--- src/watchdog_params.svh ---
`ifndef WATCHDOG_PARAMS_SVH
`define WATCHDOG_PARAMS_SVH

// ****************************************************************
// Control register field positions
// ****************************************************************
`define WDT_CTRL_WIDTH 8
`define WDT_PRESCALE_MSB 7
`define WDT_PRESCALE_LSB 4
`define WDT_IRQ_SELECT_BIT 3
`define WDT_EVENT_FLAG_BIT 2
`define WDT_ENABLE_BIT 1
`define WDT_UNLOCK_BIT 0
`define WDT_CTRL_RESET 8'h00

// ****************************************************************
// Prescaler codes
// ****************************************************************
`define WDT_PRESCALE_MAX 4'h9

// ****************************************************************
// Timing
// ****************************************************************
`define WDT_CLK_PERIOD_NS 100
`define WDT_TICK_NS 1000
`define WDT_TICK_CYCLES ((`WDT_TICK_NS + `WDT_CLK_PERIOD_NS - 1) / `WDT_CLK_PERIOD_NS)
`define WDT_PERIOD_WIDTH 10

`endif

--- src/watchdog_pkg.sv ---
package watchdog_pkg;

   // Control register image, most significant field first.
   typedef struct packed {
      logic [3:0] timeout_prescale;
      logic timeout_irq_select;
      logic timeout_event_flag;
      logic guard_enable;
      logic guard_write_unlock;
   } watchdog_control_t;

   // Write guard sequence.
   typedef enum logic [2:0] {
      GUARD_LOCKED = 3'b001,
      GUARD_ARMED = 3'b010,
      GUARD_NEXT = 3'b100
   } guard_state_t;

endpackage

--- src/watchdog_control_unit.sv ---
// Contract
// - With interrupt select set, expiry raises an interrupt, not reset.
// - The timeout interrupt is high priority, never masked globally.
// - Unsupervised, the unit runs as interval timer, interrupting each period.
// - The timeout period follows the prescale field.
// - Every timeout sets the event flag.
// - Writing zero or hardware reset clears the event flag.
// - Setting enable starts the watchdog and clears its counters.
// - Enabled and unserviced, expiry gives reset or interrupt per select.
//
`timescale 1ns/100ps
`include "watchdog_params.svh"

module watchdog_control_unit
   import watchdog_pkg::*;
#(
   parameter int TICK_CYCLES = `WDT_TICK_CYCLES,
   parameter int PERIOD_W = `WDT_PERIOD_WIDTH
) (
   input wire logic clk_sys_i,
   input wire logic rst_n_i,
   input wire logic reg_wr_i,
   input wire logic [7:0] reg_wr_data_i,
   input wire logic instr_start_i,
   output logic [7:0] reg_rd_data_o,
   output logic timeout_irq_o,
   output logic timeout_reset_o,
   output logic prescale_reserved_o
);

   // ****************************************************************
   // Declarations
   // ****************************************************************
   watchdog_control_t ctrl_reg;
   watchdog_control_t ctrl_next;
   watchdog_control_t wr_data;
   guard_state_t guard_reg;
   guard_state_t guard_next;
   logic irq_reg;
   logic irq_next;
   logic reset_reg;
   logic reset_next;
   logic reserved_reg;
   logic reserved_next;
   logic write_ok;
   logic unlock_req;
   logic clear_cnt;
   logic run_cnt;
   logic expire;
   logic [3:0] upd_prescale;
   logic upd_select;
   logic upd_enable;
   logic flag_clear;
   logic service;
   watchdog_control_t rd_image;

   assign wr_data = watchdog_control_t'(reg_wr_data_i);

   // ****************************************************************
   // Write guard
   // ****************************************************************
   // A write is taken only while the guard is open; any other write can
   // do nothing but open the guard by carrying the unlock bit.
   always_comb begin
      write_ok = reg_wr_i && (guard_reg != GUARD_LOCKED);
      unlock_req = reg_wr_i && !write_ok && wr_data.guard_write_unlock;
      guard_next = guard_reg;
      unique case (guard_reg)
         GUARD_LOCKED: begin
            if (unlock_req) begin
               guard_next = GUARD_ARMED;
            end
         end
         GUARD_ARMED: begin
            if (write_ok) begin
               guard_next = GUARD_LOCKED;
            end else if (instr_start_i) begin
               guard_next = GUARD_NEXT;
            end
         end
         GUARD_NEXT: begin
            // The instruction after the unlock started; a second start
            // without a write closes the guard again.
            if (write_ok) begin
               guard_next = GUARD_LOCKED;
            end else if (instr_start_i) begin
               guard_next = GUARD_LOCKED;
            end
         end
         default: begin
            guard_next = GUARD_LOCKED;
         end
      endcase
   end

   always_ff @(posedge clk_sys_i or negedge rst_n_i) begin
      if (!rst_n_i) begin
         guard_reg <= GUARD_LOCKED;
      end else begin
         guard_reg <= guard_next;
      end
   end

   // ****************************************************************
   // Write decode
   // ****************************************************************
   // The prescale, select and enable fields of a write are split out first,
   // so the update below holds one plain assignment for each of them.
   always_comb begin
      upd_prescale = wr_data.timeout_prescale;
      upd_select = wr_data.timeout_irq_select;
      upd_enable = wr_data.guard_enable;
      // Writing one to the flag leaves it alone; writing zero clears it.
      flag_clear = write_ok && !wr_data.timeout_event_flag;
      // Each accepted write with enable set restarts the count.
      service = write_ok && wr_data.guard_enable;
   end

   // ****************************************************************
   // Control register
   // ****************************************************************
   always_comb begin
      ctrl_next = ctrl_reg;
      clear_cnt = service;
      if (write_ok) begin
         ctrl_next.timeout_prescale = upd_prescale;
         ctrl_next.timeout_irq_select = upd_select;
         ctrl_next.guard_enable = upd_enable;
      end
      if (flag_clear) begin
         ctrl_next.timeout_event_flag = 1'b0;
      end
      // A timeout in the same cycle as a clearing write keeps the flag.
      if (expire) begin
         ctrl_next.timeout_event_flag = 1'b1;
      end
      ctrl_next.guard_write_unlock = (guard_next != GUARD_LOCKED);
   end

   always_ff @(posedge clk_sys_i or negedge rst_n_i) begin
      if (!rst_n_i) begin
         ctrl_reg <= watchdog_control_t'(`WDT_CTRL_RESET);
      end else begin
         ctrl_reg <= ctrl_next;
      end
   end

   // ****************************************************************
   // Read-back
   // ****************************************************************
   // The unlock bit reads back the guard itself, so software can see
   // whether its next write will be taken.
   always_comb begin
      rd_image = ctrl_reg;
      rd_image.guard_write_unlock = (guard_reg != GUARD_LOCKED);
   end

   assign reg_rd_data_o = rd_image;

   // ****************************************************************
   // Timeout counter
   // ****************************************************************
   // A reserved prescale code halts the count so that no timeout of an
   // undefined length is ever produced.
   assign run_cnt = ctrl_reg.guard_enable && !reserved_reg;

   timeout_counter #(
      .TICK_CYCLES(TICK_CYCLES),
      .PERIOD_W(PERIOD_W)
   ) u_timeout_counter (
      .clk_sys_i(clk_sys_i),
      .rst_n_i(rst_n_i),
      .clear_i(clear_cnt),
      .run_i(run_cnt),
      .prescale_i(ctrl_reg.timeout_prescale),
      .expire_o(expire)
   );

   // ****************************************************************
   // Expiry actions
   // ****************************************************************
   // The interrupt line bypasses the global interrupt enable entirely.
   always_comb begin
      irq_next = expire && ctrl_reg.timeout_irq_select;
      reset_next = expire && !ctrl_reg.timeout_irq_select;
   end

   always_ff @(posedge clk_sys_i or negedge rst_n_i) begin
      if (!rst_n_i) begin
         irq_reg <= 1'b0;
         reset_reg <= 1'b0;
      end else begin
         irq_reg <= irq_next;
         reset_reg <= reset_next;
      end
   end

   // ****************************************************************
   // Reserved prescale codes
   // ****************************************************************
   // The flag follows the register's next value, so it rises on the
   // same clock edge that stores a reserved code in the register.
   always_comb begin
      reserved_next =
         (ctrl_next.timeout_prescale > `WDT_PRESCALE_MAX);
   end

   always_ff @(posedge clk_sys_i or negedge rst_n_i) begin
      if (!rst_n_i) begin
         reserved_reg <= 1'b0;
      end else begin
         reserved_reg <= reserved_next;
      end
   end

   assign timeout_irq_o = irq_reg;
   assign timeout_reset_o = reset_reg;
   assign prescale_reserved_o = reserved_reg;

endmodule

--- src/timeout_counter.sv ---
`timescale 1ns/100ps
`include "watchdog_params.svh"

module timeout_counter
   import watchdog_pkg::*;
#(
   parameter int TICK_CYCLES = `WDT_TICK_CYCLES,
   parameter int PERIOD_W = `WDT_PERIOD_WIDTH
) (
   input wire logic clk_sys_i,
   input wire logic rst_n_i,
   input wire logic clear_i,
   input wire logic run_i,
   input wire logic [3:0] prescale_i,
   output logic expire_o
);

   localparam int TW = $clog2(TICK_CYCLES + 1);
   localparam logic [TW-1:0] TICK_LAST = TW'(TICK_CYCLES - 1);

   logic [TW-1:0] tick_cnt_reg;
   logic [TW-1:0] tick_cnt_next;
   logic [PERIOD_W-1:0] period_cnt_reg;
   logic [PERIOD_W-1:0] period_cnt_next;
   logic expire_reg;
   logic expire_next;
   logic [PERIOD_W-1:0] period_last;

   // ****************************************************************
   // Period counter
   // ****************************************************************
   always_comb begin
      period_last = (PERIOD_W'(1) << prescale_i) - PERIOD_W'(1);
      tick_cnt_next = tick_cnt_reg;
      period_cnt_next = period_cnt_reg;
      expire_next = 1'b0;
      if (clear_i || !run_i) begin
         tick_cnt_next = '0;
         period_cnt_next = '0;
      end else if (tick_cnt_reg == TICK_LAST) begin
         tick_cnt_next = '0;
         if (period_cnt_reg >= period_last) begin
            // The count restarts so the timer repeats as an interval timer.
            period_cnt_next = '0;
            expire_next = 1'b1;
         end else begin
            period_cnt_next = period_cnt_reg + PERIOD_W'(1);
         end
      end else begin
         tick_cnt_next = tick_cnt_reg + TW'(1);
      end
   end

   always_ff @(posedge clk_sys_i or negedge rst_n_i) begin
      if (!rst_n_i) begin
         tick_cnt_reg <= '0;
         period_cnt_reg <= '0;
         expire_reg <= 1'b0;
      end else begin
         tick_cnt_reg <= tick_cnt_next;
         period_cnt_reg <= period_cnt_next;
         expire_reg <= expire_next;
      end
   end

   assign expire_o = expire_reg;

endmodule

--- config.mk ---
export PLATFORM = sky130hd
export DESIGN_NAME = watchdog_control_unit
export DESIGN_NICKNAME = d
export VERILOG_FILES = /design/src/watchdog_pkg.sv /design/src/watchdog_control_unit.sv /design/src/timeout_counter.sv
export VERILOG_INCLUDE_DIRS = /design/src
export SDC_FILE = /design/constraint.sdc
export NUM_CORES = 1
export LEC_CHECK = 0
export ABC_AREA = 1
export ABC_CLOCK_PERIOD_IN_PS = 4100
export BUFFER_PORTS_ARGS = -buffer_cell sky130_fd_sc_hd__buf_2
export CORE_UTILIZATION = 50
export CTS_BUF_LIST = sky130_fd_sc_hd__clkbuf_8
export CTS_CLUSTER_SIZE = 20
export DETAILED_ROUTE_END_ITERATION = 7
export PLACE_DENSITY = 0.72
export SKIP_LAST_GASP = 1
export SLEW_MARGIN = 20
export SYNTH_ARGS = -nofsm -noshare
export SYNTH_HDL_FRONTEND = slang
export SYNTH_HIERARCHICAL = 1
export SYNTH_SLANG_ARGS = --single-unit
--- constraint.sdc ---
create_clock -name clk_sys_i -period 4.1 [get_ports clk_sys_i]
set_clock_uncertainty 0.15 [all_clocks]
set_input_delay 0.82 -clock clk_sys_i [delete_from_list [all_inputs] [get_ports clk_sys_i]]
set_output_delay 0.82 -clock clk_sys_i [all_outputs]
set_load 0.02 [all_outputs]
==> results of run 1 <==
[area by class of cell]
class                      instances  area (um2)  share of cell area [%]
multi-input combinational        153         897                    45.4
sequential                        28         702                    35.5
inverter                          41         154                    7.79
timing repair buffer              22         110                    5.57
tap                               46        57.6                    2.91
clock buffer                       4        55.1                    2.79
[worst max-delay path by stage]
stage                     start  cells after the start                             endpoint  slack, ns
6_report       reg_rd_data_o[5]                     14  u_timeout_counter/period_cnt_reg[7]       1.45
5_1_grt        reg_rd_data_o[5]                     14  u_timeout_counter/period_cnt_reg[4]       1.19
4_1_cts        reg_rd_data_o[5]                     14  u_timeout_counter/period_cnt_reg[7]       1.44
3_5_place_dp   reg_rd_data_o[5]                     14  u_timeout_counter/period_cnt_reg[4]       1.46
3_3_place_gp   reg_rd_data_o[5]                     14  u_timeout_counter/period_cnt_reg[3]       1.49
2_1_floorplan  reg_rd_data_o[5]                     14  u_timeout_counter/period_cnt_reg[3]       1.64
[where the power goes]
part           total [uW]  internal (uW)  switching (uW)
sequential            386            325            60.8
combinational         417            143             274
clock                 170           86.0            83.7
[metrics by stage]
step	instances	area, um2	hold WS (ns)
after floorplan	224	1780	0.286
after global placement	290	1920	0.317
after detailed placement	290	1920	0.318
after CTS	294	1980	0.349
after global routing	294	1980	0.356
final	294	1980	0.340
[cells by family (layout without fill, tap and decap cells)]
| logic type | Yosys count | count (layout) |
|---|---|---|
| compound gates | 21 | 21 |
| xor+xnor | 10 | 10 |
| fa+ha+maj | 14 | 14 |
| buf+inv | 43 | 67 |
| flops | 28 | 28 |
| simple gates | 108 | 108 |
[worst max-delay path, cell delays in order (launching register included)]
cell and delay [ns]:
dfrtp_1 0.46, nor2_1 0.22, nand2_1 0.12, ha_1 0.21, nand2_1 0.10, a21oi_1 0.06
xor2_1 0.16, ha_1 0.28, nand2_1 0.06, nor2_1 0.15, nand3_1 0.09, nand3_1 0.13
nand2_1 0.08, nand2_1 0.18, nor2_1 0.07
[per-layer routing]
layer  share of wire [%]  vias up
li1                    -      747
met1                  51      645
met2                  46       28
met3                 3.3        0
met4                   0        0
met5                   0        -
[cell usage after synthesis]
cell | n | area share (%)
nand2_1 | 47 | 9.9
inv_1 | 38 | 8.0
dfrtp_1 | 27 | 38
nor2_1 | 23 | 4.9
nand3_1 | 20 | 5.6
ha_1 | 14 | 9.9
o21ai_0 | 10 | 2.8
xor2_1 | 7 | 3.4
a21oi_1 | 6 | 1.7
nand2_2 | 5 | 1.8
inv_2 | 3 | 0.63
nand4_1 | 3 | 1.1
nor2_4 | 3 | 1.9
xnor2_1 | 3 | 1.5
nand2_4 | 2 | 1.3
a21o_1 | 1 | 0.42
a21oi_2 | 1 | 0.49
buf_6 | 1 | 0.63
clkbuf_8 | 1 | 0.77
dfstp_2 | 1 | 1.5
nand3_4 | 1 | 0.99
nand3b_1 | 1 | 0.42
nor3_1 | 1 | 0.28
nor4_1 | 1 | 0.35
o21ai_2 | 1 | 0.49
o21bai_2 | 1 | 0.63
o22ai_1 | 1 | 0.35
or2_0 | 1 | 0.35
[layout by cell type, fill, tap and decap left out]
cell       n
nand3b_1   1
xor2_1     7
nand2_1   47
dfrtp_1   27
nand3_4    1
o21ai_2    1
inv_2      3
a21oi_2    1
xnor2_1    3
buf_2     22
nand2_2    5
or2_0      1
dfstp_2    1
nand2_4    2
a21oi_1    6
o21ai_0   10
o21bai_2   1
inv_1     38
nor2_4     3
ha_1      14
nor4_1     1
nand3_1   20
o22ai_1    1
clkbuf_8   4
nand4_1    3
nor3_1     1
nor2_1    23
a21o_1     1
==> flow_summary.yaml, run 1 <==
run_status:
  status: "finished, final reports clean"
die:
  start_util_pct: 52.9
  io_pins: 23
  die-area_um2: 3800
  die_h_um: 61.6
  rows: 21
  die_w_um: 61.6
  core_um2: 3360
synthesis:
  synthesis.instances: 224
  avgSynthCellArea_um2: 7.94
  synth_xor_area_share_pct: 4.93
  yosys_warnings: 6
  synthAdderAreaFrac_pct: 9.85
  yosysSeqAreaShare_pct: 39.5
  synth_compound_area_share_pct: 6.90
  syn-num-nets: 250
  ys_ff_latch: 28
  synth_top_family_by_area: "simple AND/OR/NAND/NOR gates"
  synthDistinctLibCells: 28
  synth_area_um2: 1780
  synth-simple-area-share_pct: 28.8
  synth_mux_area_share_pct: 0
clock_network:
  cts_resized: 0
  clk_latency_ns: 0.27
  post_cts_buffers: 0
  cts_max_level: 1
  clk_pin_slew_ns: 0.09
  hold_buffers: 0
  cts_max_path_buffers: 2
  cts_made_buffers: 3
  root_buffer: "clkbuf_8"
  cts.sinks: 28
  cts_tree: "built"
setup_path:
  crit_type: "reg2reg"
  reg2reg_slack_ns: 1.45
  worst_setup_path_start_kind: "flip-flop"
  worstPathRequired_ns: 4.11
  rr_startpoint: "reg_rd_data_o[5]"
  end_kind: "flip-flop"
  cp_data_arrival_time_ns: 2.66
  r2r_end: "u_timeout_counter/period_cnt_reg[7]"
  worstPathMaxFanout: 8
  r2r_cells: 14
power_and_ir_drop:
  p_per_area_nw_per_um2: 492
  ir_worst_vdd_v: 0.000201
  power_uw: 972
  p_leak_uw: 0.00108
hold_path:
  min_from: "u_timeout_counter/tick_cnt_reg[0]"
  hold_depth: 1
  hp-class: "reg2reg"
  hold-path-endpoint: "u_timeout_counter/tick_cnt_reg[0]"
routing:
  wire_per_inst_um: 10.8
  wirelength_um: 3170
  first_pass_iters: 5
  drt-vias-per-instance: 4.83
  drt_iter0_markers: 65
  vias: 1420
  drc_errors: 0
  ant_nets: 0
sta:
  max_freq_mhz: 378
  slew_headroom_pct: 59.2
  fin_ws_ns: 1.45
  hold_violations: 0
  setup_violations: 0
  grt_setup_unrepaired: "no"
  period_minus_slack_ns: 2.65
  fin_crit_sh_pct: 64.6
  setup_tns_ns: 0
  slew_violations: 0
  tightest_slew_ns: 0.612
cells_and_area:
  num_antenna_cells: 0
  drive_gt1_share_pct: 17.7
  finalNetCount: 275
  fin_util_pct: 58.7
  largest_register_ffs: 10
  filler_cell_count: 334
  syn2layout_area_growth_pct: 11.1
global_routing:
  grt_pass1_wl_um: 4960
  use_met2_pct: 27.6
  grt_max_degree: 29
  grtUsageMet3_pct: 3.15
  grt_use_total_pct: 17.8
  grt_busiest_layer: "met2"
  grt_pass1_vias: 1197
  grt_antenna_before_repair: 0
  overflow: 0
  gr-usage-met1_pct: 25.6
place:
  place.port_buffers: 22
  hpwl_um: 2460
  gp_congestion: 0.783
  dp_slack_ns: 1.46
job:
  drv_cap: 0
Power figures use the tool's default switching activity.
==> run 2, diff against run 1 <==
- ABC_CLOCK_PERIOD_IN_PS: 4100 -> 2700
- clock period: 4.1 -> 2.7 ns (I/O delays scaled with it)
==> run 2 against run 1 <==
  * Power grew 62%
  * Non-clock buffer count grew 1
  * Clock-buffer cell count shrank 1
  * Critical path type unchanged
  * Critical endpoint is now u_timeout_counter/period_cnt_reg[3]
  * Largest power group unchanged
  * Highest routed layer is now met4
==> flow_summary.yaml, run 2 (synthesized netlist as in run 1, its figures left out) <==
clock_network:
  cts_max_level: 1
  clk_latency_ns: 0.27
  post_cts_buffers: 0
  cts_tree: "built"
  cts_max_path_buffers: 2
  root_buffer: "clkbuf_8"
  clk_pin_slew_ns: 0.10
  cts_made_buffers: 3
  cts.sinks: 28
routing:
  wirelength_um: 3250
  ant_nets: 0
  drt_iter0_markers: 54
  vias: 1432
  wire_per_inst_um: 11.0
  drc_errors: 0
  first_pass_iters: 4
  drt-vias-per-instance: 4.85
sta:
  slew_violations: 0
  period_minus_slack_ns: 2.49
  grt_setup_unrepaired: "no"
  setup_tns_ns: 0
  slew_headroom_pct: 59.0
  hold_violations: 0
  max_freq_mhz: 402
  fin_crit_sh_pct: 92.1
  setup_violations: 0
  tightest_slew_ns: 0.615
place:
  place.port_buffers: 22
  hpwl_um: 2560
  gp_congestion: 0.713
power_and_ir_drop:
  p_per_area_nw_per_um2: 783
  p_leak_uw: 0.00109
  ir_worst_vdd_v: 0.000396
setup_path:
  cp_cell_sequence: "inv_1 -> nand3_1 -> ha_1 -> nand2_1 -> a21oi_1 -> xor2_1 -> ha_1 -> nand2_1 -> nor2_1 -> nand3_1 -> nand3_1 -> nand2_1 -> nand2_2 -> nor2_1"
  worst_setup_path_start_kind: "flip-flop"
  reg2reg_slack_ns: 0.21
  r2r_cells: 14
  cp_data_arrival_time_ns: 2.51
  path_delay_family: "simple AND/OR/NAND/NOR gates"
  end_kind: "flip-flop"
  critPathBufInv: 1
  slowest_stage: "dfrtp_2"
  slowest_delay_ns: 0.47
  worstPathRequired_ns: 2.72
  crit_type: "reg2reg"
  r2r_end: "u_timeout_counter/period_cnt_reg[3]"
  rr_startpoint: "reg_rd_data_o[7]"
  worstPathMaxFanout: 9
global_routing:
  grt_max_degree: 29
  grt_pass1_wl_um: 5230
  overflow: 0
  grt_use_total_pct: 19.0
  grt_pass1_vias: 1276
  grt_antenna_before_repair: 0
die:
  rows: 21
  die_w_um: 61.6
  die_h_um: 61.6
  start_util_pct: 52.9
  io_pins: 23
  die-area_um2: 3800
  core_um2: 3360
cells_and_area:
  final_common_cell: "nand2_1"
  num_antenna_cells: 0
  drive_gt1_share_pct: 19.7
  layout_common_cells: "nand2_1 (46), inv_1 (38), dfrtp_1 (25), nor2_1 (22), buf_2 (22)"
  largest_register_ffs: 10
  finalNetCount: 276
  syn2layout_area_growth_pct: 12.9
  fin_util_pct: 59.7
job:
  drv_cap: 0
run_status:
  status: "finished, final reports clean"
hold_path:
  hp-class: "in2async"
[run 2: cell types whose count changed in the layout (fill, tap and decap cells not counted)]
cell	delta
dfrtp_1	-2
dfrtp_2	+2
buf_4	+1
bufinv_16	+1
clkbuf_8	-1
nand2_1	-1
nand2_2	+1
nor2_1	-1
nor2_2	+1
[run 2: cell type report]
class	count	area, um2
Clock buffer	3	41.3
Tap cell	46	57.6
Inverter	41	154
Timing Repair Buffer	23	118
Clock inverter	1	30.0
Multi-Input combinational cell	153	902
Fill cell	341	1360
Sequential cell	28	704
[run 2: how the worst max path moves through the flow]
stage | start | endpoint | cells past startpoint
2_1_floorplan | reg_rd_data_o[5] | u_timeout_counter/period_cnt_reg[3] | 14
3_3_place_gp | reg_rd_data_o[7] | u_timeout_counter/period_cnt_reg[3] | 14
3_5_place_dp | reg_rd_data_o[6] | u_timeout_counter/period_cnt_reg[7] | 14
4_1_cts | reg_rd_data_o[6] | u_timeout_counter/period_cnt_reg[7] | 14
5_1_grt | reg_rd_data_o[7] | u_timeout_counter/period_cnt_reg[5] | 14
6_report | reg_rd_data_o[7] | u_timeout_counter/period_cnt_reg[3] | 14
[run 2: metal layers]
layer / track usage [%] / wire length [um]
met5: 0 / 0
met1: 25.4 / 1590
met2: 30.6 / 1540
met3: 3.57 / 82
met4: 7.62 / 33
[run 2: through the flow]
stage | std cells | setup slack (ns) | hold WS (ns) | area (um2) | power, uW
after floorplan | 224 | 0.236 | 0.0944 | 1780 | 1070
after global placement | 291 | 0.141 | 0.318 | 1930 | 1240
after detailed placement | 291 | 0.128 | 0.302 | 1930 | 1250
after CTS | 295 | 0.112 | 0.136 | 2000 | 1580
after global routing | 295 | 0.0145 | 0.158 | 2010 | 1720
final | 295 | 0.213 | 0.117 | 2010 | 1570
[run 2: what timing repair did]
action	in CTS	in global routing
gates resized for setup	0	4
hold buffers	0	0
setup endpoints to repair	0	9
[run 2: report_power, final]
part           total (uW)  internal (uW)  switching [uW]  leakage [uW]
Combinational         665            228             437      0.000684
Clock                 330            199             131     0.0000357
Sequential            577            497            79.6      0.000368
